$ cat src/fepc_pkg.sv
// Shared constants, code tables and helpers for the fast ethernet coding block
package fepc_pkg;
    localparam int CLK_MHZ = 100;
    localparam int SYM_MHZ = 125;
    localparam logic [2:0] GRP_LAST = 3'h4;
    localparam logic [4:0] CG_IDLE = 5'h1F;
    localparam logic [4:0] CG_J = 5'h18;
    localparam logic [4:0] CG_K = 5'h11;
    localparam logic [4:0] CG_T = 5'h0D;
    localparam logic [4:0] CG_R = 5'h07;
    localparam logic [4:0] CG_H = 5'h04;
    localparam logic [3:0] NIB_PRE = 4'h5;
    localparam logic [3:0] NIB_BAD_SSD = 4'hE;
    localparam int LFSR_W = 11;
    localparam int TAP_A = 8;
    localparam int TAP_B = 10;
    localparam logic [4:0] LOCK_RUN = 5'h1E;
    localparam int IDLE_WIN_BYTES = 4000;
    localparam int IDLE_WIN_US = 40;
    localparam int IDLE_WIN_CYC = IDLE_WIN_US * CLK_MHZ;
    localparam logic [11:0] IDLE_WIN_LAST = 12'(IDLE_WIN_CYC - 1);
    localparam int REF_NIB_MHZ = 25;
    localparam logic [1:0] REF_DIV_LAST = 2'(CLK_MHZ / REF_NIB_MHZ - 1);
    localparam int FIFO_DEPTH = 8;
    localparam int TXQ_W = 6;
    localparam int ADC_W = 6;
    localparam int PHASES = 8;
    localparam logic signed [5:0] MLT_THR = 6'sh0A;
    localparam logic signed [5:0] MLT_THR_N = -6'sh0A;
    localparam logic [1:0] LVL_ZERO = 2'h0;
    localparam logic [1:0] LVL_POS = 2'h1;
    localparam logic [1:0] LVL_NEG = 2'h3;
    localparam logic [5:0] GAIN_HI = 6'h1E;
    localparam logic [5:0] GAIN_LO = 6'h10;
    localparam logic [2:0] GAIN_MAX = 3'h7;
    localparam logic [2:0] GAIN_RST = 3'h4;
    localparam logic [7:0] GAIN_WIN_LAST = 8'hFF;

    function automatic logic [4:0] enc(input logic [3:0] n);
        logic [4:0] c;
        unique case (n)
            4'h0: c = 5'h1E;
            4'h1: c = 5'h09;
            4'h2: c = 5'h14;
            4'h3: c = 5'h15;
            4'h4: c = 5'h0A;
            4'h5: c = 5'h0B;
            4'h6: c = 5'h0E;
            4'h7: c = 5'h0F;
            4'h8: c = 5'h12;
            4'h9: c = 5'h13;
            4'hA: c = 5'h16;
            4'hB: c = 5'h17;
            4'hC: c = 5'h1A;
            4'hD: c = 5'h1B;
            4'hE: c = 5'h1C;
            default: c = 5'h1D;
        endcase
        return c;
    endfunction

    // Returns {hit, nibble}; hit is low for every non-data group
    function automatic logic [4:0] dec(input logic [4:0] cg);
        logic [4:0] r;
        r = 5'h00;
        for (int i = 0; i < 16; i++) begin
            if (enc(4'(i)) == cg) begin
                r = {1'b1, 4'(i)};
            end
        end
        return r;
    endfunction

    function automatic logic tx_legal(input logic [4:0] cg);
        logic [4:0] d;
        d = dec(cg);
        return d[4] || (cg inside {CG_IDLE, CG_J, CG_K, CG_T, CG_R, CG_H});
    endfunction
endpackage

$ cat src/fepc_codec.sv
// 100 Mbit coding sublayer: 4B/5B, scrambling, NRZI/MLT-3 and receive framing
`timescale 1ns/1ps
`default_nettype none
module fepc_codec (
    input  wire logic        sys_clk,
    input  wire logic        nrst,
    input  wire logic [3:0]  mac_txd,
    input  wire logic        mac_tx_en,
    input  wire logic        mac_tx_er,
    input  wire logic        mac_tx_valid,
    output logic             mac_tx_ready,
    output logic [3:0]       mac_rxd,
    output logic             mac_rx_dv,
    output logic             mac_rx_er,
    output logic             mac_crs,
    output logic             mac_rx_stb,
    output logic             rx_clk_recovered,
    input  wire logic [4:0]  phy_addr,
    input  wire logic        line_signal_detected,
    input  wire logic        link_fail,
    input  wire logic [5:0]  adc_sample,
    input  wire logic [7:0]  rx_phase_en,
    input  wire logic [2:0]  dsp_phase_sel,
    output logic [2:0]       adc_gain,
    output logic [1:0]       tx_mlt3,
    output logic             tx_nrzi,
    output logic             desc_locked
);
    typedef enum logic [3:0] {
        TX_IDLE = 4'h1,
        TX_K    = 4'h2,
        TX_DATA = 4'h4,
        TX_R    = 4'h8
    } fepc_tx_t;

    typedef enum logic [2:0] {
        RX_IDLE = 3'h1,
        RX_SSD2 = 3'h2,
        RX_DATA = 3'h4
    } fepc_rx_t;

    typedef struct packed {
        logic [23:0] s1;
        logic [23:0] s2;
        logic [1:0]  st_cnt;
        logic        seeded;
        fepc_tx_t    tx_state;
        logic [2:0]  tx_bitc;
        logic [4:0]  tx_sh;
        logic        nrzi;
        logic [1:0]  mlt_ph;
        logic [1:0]  mlt3;
        logic [1:0]  rx_lvl;
        logic [10:0] khist;
        logic [4:0]  run;
        logic        locked;
        logic [11:0] wd;
        logic [14:0] hist;
        logic [2:0]  rx_bitc;
        fepc_rx_t    rx_state;
        logic [3:0]  rxd;
        logic        dv;
        logic        er;
        logic        crs;
        logic        stb;
        logic [1:0]  refc;
        logic [2:0]  gain;
        logic [7:0]  gain_cnt;
        logic        gain_seen;
    } fepc_core_t;

    fepc_core_t  r_reg;
    fepc_core_t  r_next;
    logic [4:0]  s_addr;
    logic        s_sig;
    logic        s_lf;
    logic [5:0]  s_adc;
    logic [7:0]  s_ph;
    logic [2:0]  s_sel;
    logic        sym_en;
    logic        tx_key;
    logic        tx_line_bit;
    logic        q_valid;
    logic        q_pop;
    logic [5:0]  q_data;
    logic [1:0]  lvl;
    logic        code;
    logic        kpred;
    logic        db;
    logic [14:0] hist_n;
    logic [4:0]  p_grp;
    logic [4:0]  g_grp;
    logic [4:0]  p_dec;
    logic [4:0]  grp;
    logic [5:0]  a_abs;
    logic        wd_hit;
    logic        abort;
    logic        bad_ssd;

    assign s_addr = r_reg.s2[23:19];
    assign s_sig = r_reg.s2[18];
    assign s_lf = r_reg.s2[17];
    assign s_adc = r_reg.s2[16:11];
    assign s_ph = r_reg.s2[10:3];
    assign s_sel = r_reg.s2[2:0];
    assign sym_en = s_ph[s_sel];

    assign mac_rxd = r_reg.rxd;
    assign mac_rx_dv = r_reg.dv;
    assign mac_rx_er = r_reg.er;
    assign mac_crs = r_reg.crs;
    assign mac_rx_stb = r_reg.stb;
    assign rx_clk_recovered = s_sig;
    assign adc_gain = r_reg.gain;
    assign tx_mlt3 = r_reg.mlt3;
    assign tx_nrzi = r_reg.nrzi;
    assign desc_locked = r_reg.locked;

    fepc_fifo #(
        .W (fepc_pkg::TXQ_W),
        .D (fepc_pkg::FIFO_DEPTH)
    ) u_txq (
        .clk       (sys_clk),
        .nrst      (nrst),
        .in_valid  (mac_tx_valid),
        .in_ready  (mac_tx_ready),
        .in_data   ({mac_tx_er, mac_tx_en, mac_txd}),
        .out_valid (q_valid),
        .out_ready (q_pop),
        .out_data  (q_data)
    );

    fepc_lfsr u_scr (
        .clk  (sys_clk),
        .nrst (nrst),
        .en   (r_reg.seeded),
        .load (!r_reg.seeded && (r_reg.st_cnt == 2'h3)),
        .seed ({1'b1, s_addr, ~s_addr}),
        .key  (tx_key)
    );

    assign tx_line_bit = r_reg.tx_sh[4] ^ tx_key;

    always_comb begin
        r_next = r_reg;
        r_next.s1 = {phy_addr, line_signal_detected, link_fail, adc_sample,
                     rx_phase_en, dsp_phase_sel};
        r_next.s2 = r_reg.s1;
        q_pop = 1'b0;
        grp = fepc_pkg::CG_IDLE;
        if (!r_reg.seeded) begin
            r_next.st_cnt = r_reg.st_cnt + 2'h1;
            r_next.seeded = (r_reg.st_cnt == 2'h3);
        end

        // Transmit: one code bit per cycle, new group every fifth bit
        r_next.nrzi = r_reg.nrzi ^ tx_line_bit;
        if (tx_line_bit) begin
            r_next.mlt_ph = r_reg.mlt_ph + 2'h1;
        end
        r_next.mlt3 = r_next.mlt_ph[0] ? (r_next.mlt_ph[1] ? fepc_pkg::LVL_NEG
                                                           : fepc_pkg::LVL_POS)
                                       : fepc_pkg::LVL_ZERO;
        r_next.tx_sh = {r_reg.tx_sh[3:0], 1'b0};
        r_next.tx_bitc = r_reg.tx_bitc + 3'h1;
        if (r_reg.tx_bitc == fepc_pkg::GRP_LAST) begin
            r_next.tx_bitc = 3'h0;
            unique case (r_reg.tx_state)
                TX_IDLE: begin
                    q_pop = q_valid && r_reg.seeded;
                    if (q_pop && q_data[4]) begin
                        grp = fepc_pkg::CG_J;
                        r_next.tx_state = TX_K;
                    end
                end
                TX_K: begin
                    q_pop = q_valid && q_data[4];
                    grp = fepc_pkg::CG_K;
                    r_next.tx_state = TX_DATA;
                end
                TX_DATA: begin
                    if (q_valid && q_data[4]) begin
                        q_pop = 1'b1;
                        grp = q_data[5] ? fepc_pkg::CG_H : fepc_pkg::enc(q_data[3:0]);
                    end else begin
                        grp = fepc_pkg::CG_T;
                        r_next.tx_state = TX_R;
                    end
                end
                TX_R: begin
                    grp = fepc_pkg::CG_R;
                    r_next.tx_state = TX_IDLE;
                end
                default: begin
                    r_next.tx_state = TX_IDLE;
                end
            endcase
            r_next.tx_sh = grp;
        end

        // Receive: MLT-3 level, descrambling and framing
        lvl = ($signed(s_adc) > fepc_pkg::MLT_THR) ? fepc_pkg::LVL_POS :
              ($signed(s_adc) < fepc_pkg::MLT_THR_N) ? fepc_pkg::LVL_NEG : fepc_pkg::LVL_ZERO;
        code = (lvl != r_reg.rx_lvl);
        kpred = r_reg.khist[fepc_pkg::TAP_A] ^ r_reg.khist[fepc_pkg::TAP_B];
        db = code ^ kpred;
        hist_n = {r_reg.hist[13:0], db};
        p_grp = hist_n[9:5];
        g_grp = hist_n[4:0];
        p_dec = fepc_pkg::dec(p_grp);
        a_abs = s_adc[5] ? 6'(6'h00 - s_adc) : s_adc;
        bad_ssd = ((hist_n[14:5] == {fepc_pkg::CG_IDLE, fepc_pkg::CG_J}) &&
                   (g_grp != fepc_pkg::CG_K)) ||
                  ((hist_n[9:0] == {fepc_pkg::CG_J, fepc_pkg::CG_K}) &&
                   (hist_n[14:10] != fepc_pkg::CG_IDLE));
        wd_hit = r_reg.locked && (r_reg.wd == fepc_pkg::IDLE_WIN_LAST);
        abort = !s_sig || s_lf || !r_reg.locked || wd_hit;
        r_next.stb = 1'b0;
        r_next.refc = r_reg.refc + 2'h1;
        if (r_reg.refc == fepc_pkg::REF_DIV_LAST) begin
            r_next.refc = 2'h0;
        end

        if (r_reg.locked) begin
            r_next.wd = r_reg.wd + 12'h001;
        end
        if (sym_en) begin
            r_next.rx_lvl = lvl;
            r_next.rx_bitc = (r_reg.rx_bitc == fepc_pkg::GRP_LAST) ? 3'h0
                                                                   : r_reg.rx_bitc + 3'h1;
            if (a_abs >= fepc_pkg::GAIN_HI) begin
                r_next.gain_cnt = 8'h00;
                r_next.gain_seen = 1'b0;
                if (r_reg.gain != 3'h0) begin
                    r_next.gain = r_reg.gain - 3'h1;
                end
            end else begin
                r_next.gain_cnt = r_reg.gain_cnt + 8'h01;
                r_next.gain_seen = r_reg.gain_seen || (a_abs >= fepc_pkg::GAIN_LO);
                if (r_reg.gain_cnt == fepc_pkg::GAIN_WIN_LAST) begin
                    r_next.gain_seen = 1'b0;
                    if (!r_reg.gain_seen && (r_reg.gain != fepc_pkg::GAIN_MAX)) begin
                        r_next.gain = r_reg.gain + 3'h1;
                    end
                end
            end
            if (!r_reg.locked) begin
                r_next.khist = {r_reg.khist[9:0], ~code};
                r_next.run = (kpred == ~code) ? r_reg.run + 5'h01 : 5'h00;
                if (r_reg.run == fepc_pkg::LOCK_RUN) begin
                    r_next.locked = 1'b1;
                    r_next.wd = 12'h000;
                end
            end else begin
                r_next.khist = {r_reg.khist[9:0], kpred};
                r_next.hist = hist_n;
                if (g_grp == fepc_pkg::CG_IDLE) begin
                    r_next.wd = 12'h000;
                end
            end
        end
        if (wd_hit || !s_sig) begin
            r_next.locked = 1'b0;
            r_next.run = 5'h00;
            r_next.wd = 12'h000;
        end

        if (!s_sig) begin
            r_next.stb = (r_reg.refc == fepc_pkg::REF_DIV_LAST);
            if (r_next.stb) begin
                r_next.er = 1'b0;
            end
        end else if (sym_en && (r_reg.rx_bitc == fepc_pkg::GRP_LAST)) begin
            r_next.stb = 1'b1;
            if (r_reg.rx_state == RX_IDLE) begin
                r_next.er = 1'b0;
            end
        end

        if (abort) begin
            r_next.rx_state = RX_IDLE;
            r_next.dv = 1'b0;
            r_next.crs = 1'b0;
            r_next.er = 1'b0;
        end else if (sym_en) begin
            unique case (r_reg.rx_state)
                RX_IDLE: begin
                    if (hist_n == {fepc_pkg::CG_IDLE, fepc_pkg::CG_J, fepc_pkg::CG_K}) begin
                        r_next.rx_bitc = 3'h0;
                        r_next.rx_state = RX_SSD2;
                        r_next.rxd = fepc_pkg::NIB_PRE;
                        r_next.dv = 1'b1;
                        r_next.crs = 1'b1;
                        r_next.er = 1'b0;
                        r_next.stb = 1'b1;
                    end else if (bad_ssd) begin
                        r_next.rxd = fepc_pkg::NIB_BAD_SSD;
                        r_next.er = 1'b1;
                        r_next.stb = 1'b1;
                    end
                end
                RX_SSD2: begin
                    if (r_reg.rx_bitc == fepc_pkg::GRP_LAST) begin
                        r_next.rxd = fepc_pkg::NIB_PRE;
                        r_next.rx_state = RX_DATA;
                    end
                end
                RX_DATA: begin
                    if (r_reg.rx_bitc == fepc_pkg::GRP_LAST) begin
                        if (p_dec[4]) begin
                            r_next.rxd = p_dec[3:0];
                            r_next.er = 1'b0;
                        end else if (((p_grp == fepc_pkg::CG_T) && (g_grp == fepc_pkg::CG_R)) ||
                                     ((p_grp == fepc_pkg::CG_IDLE) &&
                                      (g_grp == fepc_pkg::CG_IDLE))) begin
                            r_next.rx_state = RX_IDLE;
                            r_next.dv = 1'b0;
                            r_next.crs = 1'b0;
                            r_next.er = 1'b0;
                        end else begin
                            r_next.er = 1'b1;
                        end
                    end
                end
                default: begin
                    r_next.rx_state = RX_IDLE;
                end
            endcase
        end
    end

    always_ff @(posedge sys_clk or negedge nrst) begin
        if (!nrst) begin
            r_reg <= '0;
            r_reg.tx_state <= TX_IDLE;
            r_reg.rx_state <= RX_IDLE;
            r_reg.tx_sh <= fepc_pkg::CG_IDLE;
            r_reg.gain <= fepc_pkg::GAIN_RST;
        end else begin
            r_reg <= r_next;
        end
    end

    a_tx_legal_group: assert property (@(posedge sys_clk) disable iff (!nrst)
        (r_reg.tx_bitc == fepc_pkg::GRP_LAST) |=> fepc_pkg::tx_legal(r_reg.tx_sh))
        else $error("illegal code-group loaded for transmit");
    a_nrzi_follow: assert property (@(posedge sys_clk) disable iff (!nrst)
        !tx_line_bit |=> $stable(tx_nrzi) && $stable(tx_mlt3))
        else $error("line output moved on a zero code bit");
    a_mlt3_step: assert property (@(posedge sys_clk) disable iff (!nrst)
        tx_line_bit |=> (tx_mlt3 != $past(tx_mlt3)) && (tx_nrzi != $past(tx_nrzi)))
        else $error("line output held on a one code bit");
    a_idle_window: assert property (@(posedge sys_clk) disable iff (!nrst)
        wd_hit |=> !desc_locked && !mac_rx_dv)
        else $error("idle window expiry did not abort reception");
    a_dv_first_nib: assert property (@(posedge sys_clk) disable iff (!nrst)
        $rose(mac_rx_dv) |-> (mac_rxd == fepc_pkg::NIB_PRE) && mac_rx_stb && mac_crs
        ##[1:5] (mac_rx_stb && (mac_rxd == fepc_pkg::NIB_PRE)))
        else $error("frame did not open with two preamble nibbles");
    a_signal_loss: assert property (@(posedge sys_clk) disable iff (!nrst)
        (!s_sig || s_lf) |=> !mac_rx_dv && !mac_crs)
        else $error("data valid survived signal or link loss");
    a_bad_ssd_out: assert property (@(posedge sys_clk) disable iff (!nrst)
        (mac_rx_er && !mac_crs) |-> (mac_rxd == fepc_pkg::NIB_BAD_SSD) && !mac_rx_dv)
        else $error("bad start pair not reported as 1110");
    a_ref_strobe: assert property (@(posedge sys_clk) disable iff (!nrst)
        (!s_sig && (r_reg.refc == fepc_pkg::REF_DIV_LAST)) ##1 !s_sig |-> mac_rx_stb ##1 !mac_rx_stb)
        else $error("reference nibble strobe missing");
endmodule
`default_nettype wire

$ cat src/fepc_lfsr.sv
// Transmit scrambler key generator with address-derived seed
`timescale 1ns/1ps
`default_nettype none
module fepc_lfsr (
    input  wire logic                       clk,
    input  wire logic                       nrst,
    input  wire logic                       en,
    input  wire logic                       load,
    input  wire logic [fepc_pkg::LFSR_W-1:0] seed,
    output logic                            key
);
    typedef struct packed {
        logic [fepc_pkg::LFSR_W-1:0] s;
    } fepc_lfsr_t;

    fepc_lfsr_t r_reg;
    fepc_lfsr_t r_next;

    assign key = r_reg.s[fepc_pkg::TAP_A] ^ r_reg.s[fepc_pkg::TAP_B];

    always_comb begin
        r_next = r_reg;
        if (load) begin
            r_next.s = seed;
        end else if (en) begin
            r_next.s = {r_reg.s[fepc_pkg::LFSR_W-2:0], key};
        end
    end

    always_ff @(posedge clk or negedge nrst) begin
        if (!nrst) begin
            r_reg <= '0;
        end else begin
            r_reg <= r_next;
        end
    end
endmodule
`default_nettype wire

$ cat src/fepc_fifo.sv
// Small valid/ready FIFO for the transmit nibble path
`timescale 1ns/1ps
`default_nettype none
module fepc_fifo #(
    parameter int W = 6,
    parameter int D = 8
) (
    input  wire logic         clk,
    input  wire logic         nrst,
    input  wire logic         in_valid,
    output logic              in_ready,
    input  wire logic [W-1:0] in_data,
    output logic              out_valid,
    input  wire logic         out_ready,
    output logic [W-1:0]      out_data
);
    localparam int AW = $clog2(D);

    typedef struct packed {
        logic [D-1:0][W-1:0] mem;
        logic [AW:0]         wp;
        logic [AW:0]         rp;
    } fepc_fifo_t;

    fepc_fifo_t r_reg;
    fepc_fifo_t r_next;
    logic       full;
    logic       empty;

    assign full = (r_reg.wp[AW] != r_reg.rp[AW]) && (r_reg.wp[AW-1:0] == r_reg.rp[AW-1:0]);
    assign empty = (r_reg.wp == r_reg.rp);
    assign in_ready = !full;
    assign out_valid = !empty;
    assign out_data = r_reg.mem[r_reg.rp[AW-1:0]];

    always_comb begin
        r_next = r_reg;
        if (in_valid && !full) begin
            r_next.mem[r_reg.wp[AW-1:0]] = in_data;
            r_next.wp = r_reg.wp + (AW+1)'(1);
        end
        if (out_ready && !empty) begin
            r_next.rp = r_reg.rp + (AW+1)'(1);
        end
    end

    always_ff @(posedge clk or negedge nrst) begin
        if (!nrst) begin
            r_reg <= '0;
        end else begin
            r_reg <= r_next;
        end
    end
endmodule
`default_nettype wire

$ cat config.mk
export PLATFORM = sky130hd
export DESIGN_NAME = fepc_codec
export DESIGN_NICKNAME = d
export VERILOG_FILES = /design/src/fepc_pkg.sv /design/src/fepc_codec.sv /design/src/fepc_lfsr.sv /design/src/fepc_fifo.sv
export SDC_FILE = /design/constraint.sdc
export NUM_CORES = 1
export LEC_CHECK = 0
export ABC_AREA = 1
export BUFFER_PORTS_ARGS = -buffer_cell sky130_fd_sc_hd__buf_2
export CORE_ASPECT_RATIO = 0.7
export CORE_MARGIN = 2
export CORE_UTILIZATION = 61
export DETAILED_ROUTE_END_ITERATION = 8
export GPL_TIMING_DRIVEN = 1
export MAX_ROUTING_LAYER = met4
export PLACE_DENSITY = 0.78
export SETUP_SLACK_MARGIN = 0.15
export SLEW_MARGIN = 20
export SYNTH_ARGS = -nofsm -noshare
export SYNTH_HDL_FRONTEND = slang
export SYNTH_SLANG_ARGS = --single-unit
$ cat constraint.sdc
create_clock -name sys_clk -period 3.1 [get_ports sys_clk]
set_clock_uncertainty 0.2 [all_clocks]
set_input_delay 0.62 -clock sys_clk [delete_from_list [all_inputs] [get_ports sys_clk]]
set_output_delay 0.62 -clock sys_clk [all_outputs]
set_load 0.02 [all_outputs]
## After elaboration in Yosys (flattened, before gate mapping)

Memory sizes are Yosys's and may differ from the RTL's.
Index checks and enable logic that the tools add are counted.

| storage, ports and cells | value |
|---|---|
| register bits | 209 |
| memories kept | 1 |
| bits of input ports | 33 |
| logic and storage cells | 262 |
| output and inout bits | 17 |
| memory bits (read-only) | 80 |

Memory list:

| name | depth | bits a word | rd ports | clocked after Yosys merged registers in | wr ports | RTL line | RTL |
|---|---|---|---|---|---|---|---|
| (name not given) | 16 | 5 | 1 | 0 | 0 | fepc_pkg.sv:41 | `unique case (n)` |

| operators by class | value |
|---|---|
| bitwise operators | 8 |
| multiplexer cells | 93 |
| add/subtract/negate cells | 13 |
| reductions and logical operators | 43 |
| magnitude comparators | 8 |
| eq/ne operators | 58 |

Operators with widths:

| operator | count |
|---|---|
| 2-to-1 mux 5 bit | 19 |
| == test 5 bit, first input constant | 11 |
| bitwise mux 48 bit | 1 |
| 2-to-1 mux 12 bit | 4 |
| 2-to-1 mux 36 bit | 1 |
| 2-to-1 mux 3 bit | 11 |
| 2-to-1 mux 6 bit | 5 |
| == test 4 x 5 -> 1 bit, first input constant | 5 |
| one-hot mux 4 bit (3 select lines) | 2 |
| 2-to-1 mux 1 bit | 23 |
| 2-to-1 mux 11 bit | 2 |
| == test 10 bit, second input constant | 2 |
| 2-to-1 mux 4 bit | 5 |
| one-hot mux 5 bit (4 select lines) | 1 |
| binary-select mux 6 bit (select 3 bit) | 1 |
| demux 6 bit (select 3 bit) | 1 |
| 2-to-1 mux 18 bit | 1 |
| == test 15 bit, second input constant | 1 |
| == test 5 bit, second input constant | 3 |
| logical AND 1 bit | 15 |
| 2-to-1 mux 15 bit | 1 |
| inequality test 3 bit, second input constant | 5 |
| 2-to-1 mux 14 bit | 1 |
| 2-to-1 mux 13 bit | 1 |
| other kinds (54) | 101 |

## Depth between registers and ports, before layout

Gate-level depths: netlist (run 1).

| logic depth | value |
|---|---|
| depth in word-level cells | 22 |
| depth in mapped cells | 18 |
| mapped depth without buffers | 18 |

## Cells and area by module

Synthesis (run 1) repeated with hierarchy kept, for this count alone.

| second synthesis, totals | value |
|---|---|
| cell total of the unflattened synthesis | 1157 |
| area total of the unflattened synthesis | 9975.8 um^2 |

Modules (own cells, without submodules):

| module | area each (um^2) | sequential area each (um^2) | cells each | instances |
|---|---|---|---|---|
| fepc_codec | 6359.8 | 3488.3 | 711 | 1 |
| fepc_fifo | 3099.2 | 1401.3 | 379 | 1 |
| fepc_lfsr | 516.7 | 275.3 | 67 | 1 |

## Least setup slack after synthesis (run 1)

No wires, ideal clock.

| timing path | value |
|---|---|
| path type | reg2reg |
| start | register r_reg[106] (netlist bit) |
| end | register r_reg (netlist bit adc_gain[2]) |
| data required time | 2.821 ns |
| period minus slack after synthesis | 2.218 ns |
| buffers on the path | 0 |
| path slack | 0.882 ns |
| arrival | 1.939 ns |
| setup time | 0.079 ns |
| cell stages (with the launch flop) | 15 |
| cell sequence | dfrtp_1 inv_1 ha_1 inv_1 nor2_1 nand2_1 nand2_1 xor2_1 nand2_1 nand2_2 inv_1 fa_1 xnor2_1 nand2_1 o21ai_0 |

| between the ends | value |
|---|---|
| word-level cells in the longest chain between the ends | 5 |
| elaborated cells between the ends (all ways) | 8 |
| classes of those cells | 1 x add/sub; 1 x order compare; 1 x eq/ne; 2 x mux; 3 x reduce/logical |

Ends and longest elaborated chain:

| what | RTL line | RTL |
|---|---|---|
| from (decl) | fepc_codec.sv:72 | `fepc_core_t r_reg;` |
| from (signal assigned) | fepc_codec.sv:340 | `r_reg <= r_next;` |
| subtractor 1 x 6 -> 6 bit | fepc_codec.sv:211 | `a_abs = s_adc[5] ? 6'(6'h00 - s_adc) : s_adc;` |
| 2-to-1 mux 6 bit * | fepc_codec.sv:211 |  |
| greater-or-equal comparator 6 x 5 -> 1 bit * | fepc_codec.sv:231 | `if (a_abs >= fepc_pkg::GAIN_HI) begin` |
| inequality test 2 x 1 -> 1 bit (no line) / nonzero test 2 bit (equally long branches) | - |  |
| AND reduction 4 bit (no line) | - |  |

Mark *: on every way between the ends. The rest lies on a longest branch, timed or not.
A chain may end at the register's enable or synchronous reset.

## Worst setup path in the final report (run 1)

| timing path | value |
|---|---|
| start | register u_txq.r_reg[0] (netlist bit) |
| end | output mac_tx_ready |

| between the ends | value |
|---|---|
| word-level cells in the longest chain between the ends | 3 |

Ends and longest elaborated chain:

| what | RTL line | RTL |
|---|---|---|
| from (decl) | fepc_fifo.sv:25 | `fepc_fifo_t r_reg;` |
| from (signal assigned) | fepc_fifo.sv:51 | `r_reg <= r_next;` |
| == test 3 bit | fepc_fifo.sv:30 | `assign full = (r_reg.wp[AW] != r_reg.rp[AW]) && (r_reg.wp[AW-1:0] == r_reg.rp[AW-1:0]);` |
| logical AND 1 bit | fepc_fifo.sv:30 |  |
| zero test 1 bit | fepc_fifo.sv:32 | `assign in_ready = !full;` |
| to (decl) | fepc_codec.sv:11 | `output logic mac_tx_ready,` |

Every way passes these cells.

==> run_results.csv, run 1 <==
group,metric,value,unit
clock_network,clock_latency,490,ps
synth,yosys-top-cells-area,"dfrtp_1, nand2_1, o21ai_0",
clock_network,cts-resized-gates,0,
sta,rsz0062_at_grt,"no",
critical_path,cp.buffers_inverters,1,
critical_path,crit_family,"flip-flops",
detailed_routing,via_count,7050,
sta,setup_violations,0,
power_and_ir_drop,p_leak,4.98,nW
synth,netlist_instances,1042,
synth,syn_area,0.00936,mm²
detailed_routing,drcViolationCount,0,
cells_and_area,largest_reg_flops,86,
die,core_area,0.0149,mm²
cells_and_area,drive_above_1_share,0.142,
synth,synth.top_cell.area_share,0.529,
placement,place.gp.congestion,0.907,
clock_network,cts_tree,"yes",
clock_network,cts_sinks,206,
synth,synth_async_sr_flop_share,1.00,
critical_path,worst_path_max_delay_cell,"dfrtp_1",
cells_and_area,fillers,1098,
cells_and_area,ff_latch_area,0.00516,mm²
power_and_ir_drop,p_per_area,830,mW/mm²
clock_network,htree_levels,1,
cells_and_area,final_nets,1135,
detailed_routing,firstDrtPassIters,5,
critical_path,end_kind,"primary output",
synth,synth.most_common_cell,"nand2_1",
grt,grt_pass1_vias,6726,
cells_and_area,final_cell_area,0.0104,mm²
clock_network,cts_root_buffer,"clkbuf_16",
placement,place_area,0.00973,mm²
clock_network,clk_pin_slew_worst_paths,70,ps
die,die-area,0.0164,mm²
critical_path,crit_chain,"xor2_1 > a21oi_1 > nand3_1 > buf_2",
synth,synth_ff_type,"dfrtp_1",
grt,grt_overflow,0,
critical_path,cp.required,2280,ps
die,die_y,108,µm
detailed_routing,dr.first_iter.drc_count,576,
synth,yosys_warnings,0,
grt,grt_antenna_before_repair,0,
critical_path,cp_max_fo,12,
sta,timing.final.crit_share,0.841,
placement,port_buffers,49,
critical_path,crit_type,"register to primary output",
cells_and_area,final_util,0.700,
detailed_routing,wire_per_inst,14.4,µm
cells_and_area,syn_to_final_growth,11.2,%
grt,met3_usage,0.0358,
synth,yosysSeqAreaShare,0.552,
die,die_x,152,µm
critical_path,critPathLaunchType,"register",
die,num_rows,37,
sta,tightest_slew,670,ps
grt,grt_pass1_wl,32600,µm
clock_network,cts.path.max_buffers,3,
synth,synth_edf_count,0,
die,initial_core_util,0.630,
detailed_routing,via_per_inst,5.44,
cells_and_area,diodes,0,
detailed_routing,antenna_left,0,
grt,grt_use_met2,0.375,
placement,dp_hpwl,12700,µm
power_and_ir_drop,fin_total_pwr,8.64,mW
sta,hold_violations,0,
cells_and_area,multiInputGateArea,0.00358,mm²
die,num_io_pins,50,
synth,ys_ff_latch,206,
power_and_ir_drop,vdd_drop_max,0.000505,V
grt,top_usage_layer,"met2",
sta,worst_slack,492,ps
synth,syn_nets,1090,
critical_path,worstPathArrival,1790,ps
run_status,status,"finished clean",
synth,yosys.area.top_type,"dfrtp_1",
grt,grt_util_all_layers,0.249,
grt,grt_max_degree,81,
detailed_routing,routed_wl,18700,µm
sta,fin_tns_setup,0,ps
sta,timing.fmax,0.383,GHz
grt,grt.met1_usage,0.365,
sta,slew_viol_final,0,
synth,ys_types,52,
hold_path,hp-class,"primary input to register",
sta,min_period,2610,ps
sta,maxSlewHeadroom,0.552,
placement,dp_slack,613,ps
job,maxCapViolCount,0,
clock_network,numCtsBuffers,20,
critical_path,slowest_delay,550,ps
synth,synth_common_cells,"nand2_1, dfrtp_1, o21ai_0",
synth,avgSynthCellArea,8.98,µm²
worst reg2reg max path: stages (launching register included):
cell	delay [ps]
dfrtp_1	550
inv_2	410
o21ai_0	150
o221ai_1	220
nand2_1	130
nor2_1	220
nand2_1	110
nor2_1	150
o21ai_0	150
a31oi_1	160
layout by cell type (no fill, tap or decap), drive strengths merged, types with 7 or more instances in the layout:
cell and count:
nand2 254, dfrtp 198, o21ai 124, nor2 105, inv 100, buf 59
nand3 45, nor3 31, clkbuf 29, a21oi 27, xor2 18, nand4 15
ha 14, xnor2 12, o22ai 10, dfstp 8, o211ai 8, nor4 7
o221ai 7, clkinv 7
repair_timing:
| action | 4_1_cts | 5_1_grt |
|---|---|---|
| endpoints found under the hold margin | 57 | 0 |
| buffers inserted | 0 | 0 |
| hold buffers | 1 | 0 |
cells by family after synthesis:
| logic type | after synthesis | synth area share |
|---|---|---|
| compound gates | 189 | 0.116 |
| xor+xnor | 30 | 0.0289 |
| fa+ha+maj | 15 | 0.0209 |
| buf+inv | 139 | 0.0650 |
| flops | 206 | 0.552 |
| simple gates | 463 | 0.218 |
path summary, 6_finish.rpt:
path / startpoint / slack, ps / depth (start not counted) / to
setup / recovery: u_txq.r_reg[0]$_DFFE_PN0P_ / 490 / 4 / mac_tx_ready
hold / removal: phy_addr[3] / 30 / 1 / r_next[116]$_DFF_PN0_
setup reg to reg: u_txq.r_reg[0]$_DFFE_PN0P_ / 570 / 9 / r_reg[83]$_DFF_PN1_
hold reg to reg: r_next[111]$_DFF_PN0_ / 140 / 0 / r_reg[111]$_DFF_PN0_
max in group asynchronous: nrst / 1390 / 3 / r_reg[79]$_DFF_PN1_
min in group asynchronous: nrst / 540 / 2 / r_next[97]$_DFF_PN0_
stage by stage:
step	instances	hold WS, ps
floorplan	1042	124
global placement	1259	132
detailed placement	1259	135
CTS	1296	20.6
global route	1296	14.9
finish	1296	30.9
where the power goes:
| group | leakage (nW) | switching [mW] | internal (mW) |
|---|---|---|---|
| logic | 2.08 | 1.54 | 0.882 |
| clock network | 0.329 | 0.999 | 1.42 |
| registers | 2.58 | 0.455 | 3.34 |
metal layers:
metal	vias to the layer above	wire, µm	share of wire
li1	3500	-	-
met1	3328	9110	0.49
met2	199	8270	0.44
met3	23	1020	0.055
met4	0	298	0.016
met5	-	0	0
final cells by class:
cell class / instances / area share
tap: 195 / 0.0234
clock buffer: 28 / 0.0569
inverter: 101 / 0.0364
sequential: 206 / 0.496
timing repair buffer: 61 / 0.0357
multi-input combinational: 697 / 0.344
clock inverter: 8 / 0.00685
(Power assumes the default switching activity.)
==> run 2: changes to the inputs <==
--- a/config.mk
+++ b/config.mk
@@ -5,7 +5,7 @@
 export SDC_FILE = /design/constraint.sdc
 export NUM_CORES = 1
 export LEC_CHECK = 0
-export ABC_AREA = 1
+export ABC_AREA = 0
 export BUFFER_PORTS_ARGS = -buffer_cell sky130_fd_sc_hd__buf_2
 export CORE_ASPECT_RATIO = 0.7
 export CORE_MARGIN = 2
==> constraint.sdc (replaced) <==
create_clock -name sys_clk -period 2.7 [get_ports sys_clk]
set_clock_uncertainty 0.2 [all_clocks]
set_input_delay 0.54 -clock sys_clk [delete_from_list [all_inputs] [get_ports sys_clk]]
set_output_delay 0.54 -clock sys_clk [all_outputs]
set_load 0.02 [all_outputs]
==> run_results.csv, run 2 <==
group,metric,value,unit
power_and_ir_drop,p_leak,5.02,nW
critical_path,crit_type,"register to register",
die,core_area,0.0149,mm²
synth,netlist_instances,807,
cells_and_area,final_nets,957,
placement,port_buffers,49,
grt,grt_overflow,0,
grt,grt_antenna_before_repair,0,
synth,synth_top_family_by_area,"multiplexers",
critical_path,critPathLaunchType,"register",
critical_path,regToRegStartpoint,"r_reg[106]$_DFF_PN0_",
detailed_routing,firstDrtPassIters,5,
detailed_routing,via_count,6473,
die,num_io_pins,50,
die,die_x,152,µm
sta,setup_violations,1,
grt,grt_pass1_vias,6528,
critical_path,end_kind,"register",
synth,synth_ff_type,"dfrtp_1",
detailed_routing,dr.first_iter.drc_count,496,
detailed_routing,antenna_left,0,
run_status,violations,"negative setup slack",
synth,ys_types,67,
hold_path,hp-class,"primary input to register",
grt,grt_max_degree,72,
cells_and_area,fillers,961,
critical_path,cp.required,2880,ps
synth,synth.most_common_cell,"dfrtp_1",
clock_network,clk_pin_slew_worst_paths,60,ps
clock_network,cts_tree,"yes",
clock_network,htree_levels,1,
job,maxCapViolCount,0,
synth,yosys.area_share.simple,0.139,
placement,place.gp.congestion,0.838,
synth,synth_compound_area_frac,0.0815,
critical_path,ff2ff_setup_slack,-3,ps
critical_path,reg2reg_depth,9,
clock_network,cts.path.max_buffers,3,
cells_and_area,final_util,0.747,
die,initial_core_util,0.630,
sta,timing.hold.ws,127,ps
placement,dp_hpwl,12800,µm
synth,synth_xor_area_frac,0.0346,
critical_path,worstPathArrival,2880,ps
synth,avgSynthCellArea,11.6,µm²
sta,min_period,2700,ps
power_and_ir_drop,vdd_drop_max,0.000668,V
synth,muxShareOfSynthArea,0.140,
cells_and_area,final_common_cell,"dfrtp_1",
die,die-area,0.0164,mm²
sta,rsz0062_at_grt,"yes",
cells_and_area,syn_to_final_growth,18.5,%
grt,grt_pass1_wl,31800,µm
critical_path,regToRegEndpoint,"r_reg[24]$_DFFE_PN0P_",
critical_path,worstSetupEndpoint,"r_reg[24]$_DFFE_PN0P_",
cells_and_area,layout_common_cells,"dfrtp_1, nand2_1, mux2_2",
synth,ys_ff_latch,206,
detailed_routing,routed_wl,19300,µm
synth,syn_area,0.00937,mm²
hold_path,whs_path_depth,3,
sta,timing.final.crit_share,1.00,
synth,yosys_warnings,0,
cells_and_area,drive_above_1_share,0.288,
die,num_rows,37,
detailed_routing,wire_per_inst,17.3,µm
die,die_y,108,µm
synth,yosysSeqAreaShare,0.551,
synth,synthAdderAreaFrac,0.0208,
sta,hold_violations,0,
clock_network,clock_latency,510,ps
clock_network,cts_sinks,206,
power_and_ir_drop,p_per_area,920,mW/mm²
synth,synth_edf_count,0,
synth,yosys-top-cells-area,"dfrtp_1, mux2_2, nand2_1",
sta,worst_slack,-2.95,ps
detailed_routing,drcViolationCount,0,
sta,tightest_slew,687,ps
clock_network,cts_root_buffer,"clkbuf_16",
synth,yosys.area.top_type,"dfrtp_1",
critical_path,critical_path.startpoint,"r_reg[106]$_DFF_PN0_",
cells_and_area,diodes,0,
grt,grt_util_all_layers,0.246,
sta,timing.fmax,0.370,GHz
run_status,status,"finished, violations left",
synth,syn_nets,855,
clock_network,numCtsBuffers,20,
sta,maxSlewHeadroom,0.542,
critical_path,cp_max_fo,5,
synth,synth_common_cells,"dfrtp_1, nand2_1, mux2_2",
synth,synth.top_cell.area_share,0.529,
cells_and_area,largest_reg_flops,86,
sta,slew_viol_final,0,
synth,synth_async_sr_flop_share,1.00,
detailed_routing,via_per_inst,5.79,
[run 2: changes by cell type after synthesis, sizes merged, moves of 11 or more]
cell,previous run,this run
mux2i,0,17
o21ai,124,45
clkbuf,6,20
mux4,0,14
nor2,105,49
inv,100,20
nand2,254,110
and3,2,13
nor3,31,13
nand3,45,22
mux2,0,73
[run 2: area by class of cell]
type | instances | area [µm²] | area share
Tap cell | 195 | 244 | 0.0220
Inverter | 20 | 75.1 | 0.00676
Clock inverter | 5 | 55.1 | 0.00496
Timing Repair Buffer | 125 | 927 | 0.0835
Clock buffer | 31 | 592 | 0.0533
Sequential cell | 206 | 5170 | 0.466
Multi-Input combinational cell | 536 | 4030 | 0.363
[run 2: how the worst min path moves through the flow]
stage                          startpoint                         end  slack (ps)
CTS                          mac_tx_valid  u_txq.r_reg[6]$_DFFE_PN0P_         110
global route                 mac_tx_valid  u_txq.r_reg[6]$_DFFE_PN0P_         150
finish                       mac_tx_valid  u_txq.r_reg[6]$_DFFE_PN0P_         130
floorplan                            nrst     adc_gain[0]$_DFFE_PN0P_          40
detailed placement  r_next[105]$_DFF_PN0_        r_reg[105]$_DFF_PN0_         130
global placement    r_next[115]$_DFF_PN0_        r_reg[115]$_DFF_PN0_         130
[run 2: per-layer routing]
layer	routed length, µm	GRT usage	vias to the layer above
li1	-	-	3013
met1	9010	0.341	3248
met2	9070	0.385	177
met3	847	0.0382	35
met4	405	0.0714	0
met5	0	-	-
[run 2: power breakdown]
| part | switching, mW | internal [mW] | total, mW |
|---|---|---|---|
| combinational | 1.53 | 1.59 | 3.13 |
| clock | 1.17 | 1.53 | 2.70 |
| sequential | 0.526 | 3.86 | 4.38 |
| total | 3.23 | 6.98 | 10.2 |
[run 2: cells by family (layout without fill, tap and decap cells)]
group / Yosys count / count (layout)
and+or+nand+nor: 264 / 264
DFF: 206 / 206
AOI/OAI and AO/OA: 116 / 116
muxes: 104 / 104
buffers and inverters: 65 / 181
xor gates and xnor gates: 37 / 37
adders and majority gates: 15 / 15
[run 2: timing repair]
| item | 4_1_cts | 5_1_grt |
|---|---|---|
| endpoints found under the setup margin | 41 | 54 |
| pin swaps | 7 | 4 |
| hold endpoints to repair | 90 | 0 |
| buffers inserted | 5 | 9 |
| hold buffers | 25 | 0 |
| gates resized for setup | 11 | 26 |
[run 2: metrics by stage]
| step | cell area, µm² | power, mW | setup TNS, ps | setup slack, ps | std cells |
|---|---|---|---|---|---|
| after floorplan | 9380 | 6.49 | 0 | 129 | 807 |
| after global placement | 9960 | 7.08 | 0 | 52.2 | 1043 |
| after detailed placement | 9960 | 7.33 | -16.6 | -10.8 | 1043 |
| after CTS | 10900 | 10.1 | 0 | 34.8 | 1109 |
| after global routing | 11100 | 10.8 | -382 | -92.9 | 1118 |
| final | 11100 | 10.2 | -2.95 | -2.95 | 1118 |
[run 2: critical path, stage by stage (launching register included)]
cell and delay, ps:
dfrtp_1 450, ha_2 190, nand3b_1 190, a21bo_2 240
a211oi_2 250, or3_4 200, nand4_1 120, a21o_1 220
a21oi_2 190, mux2_4 310
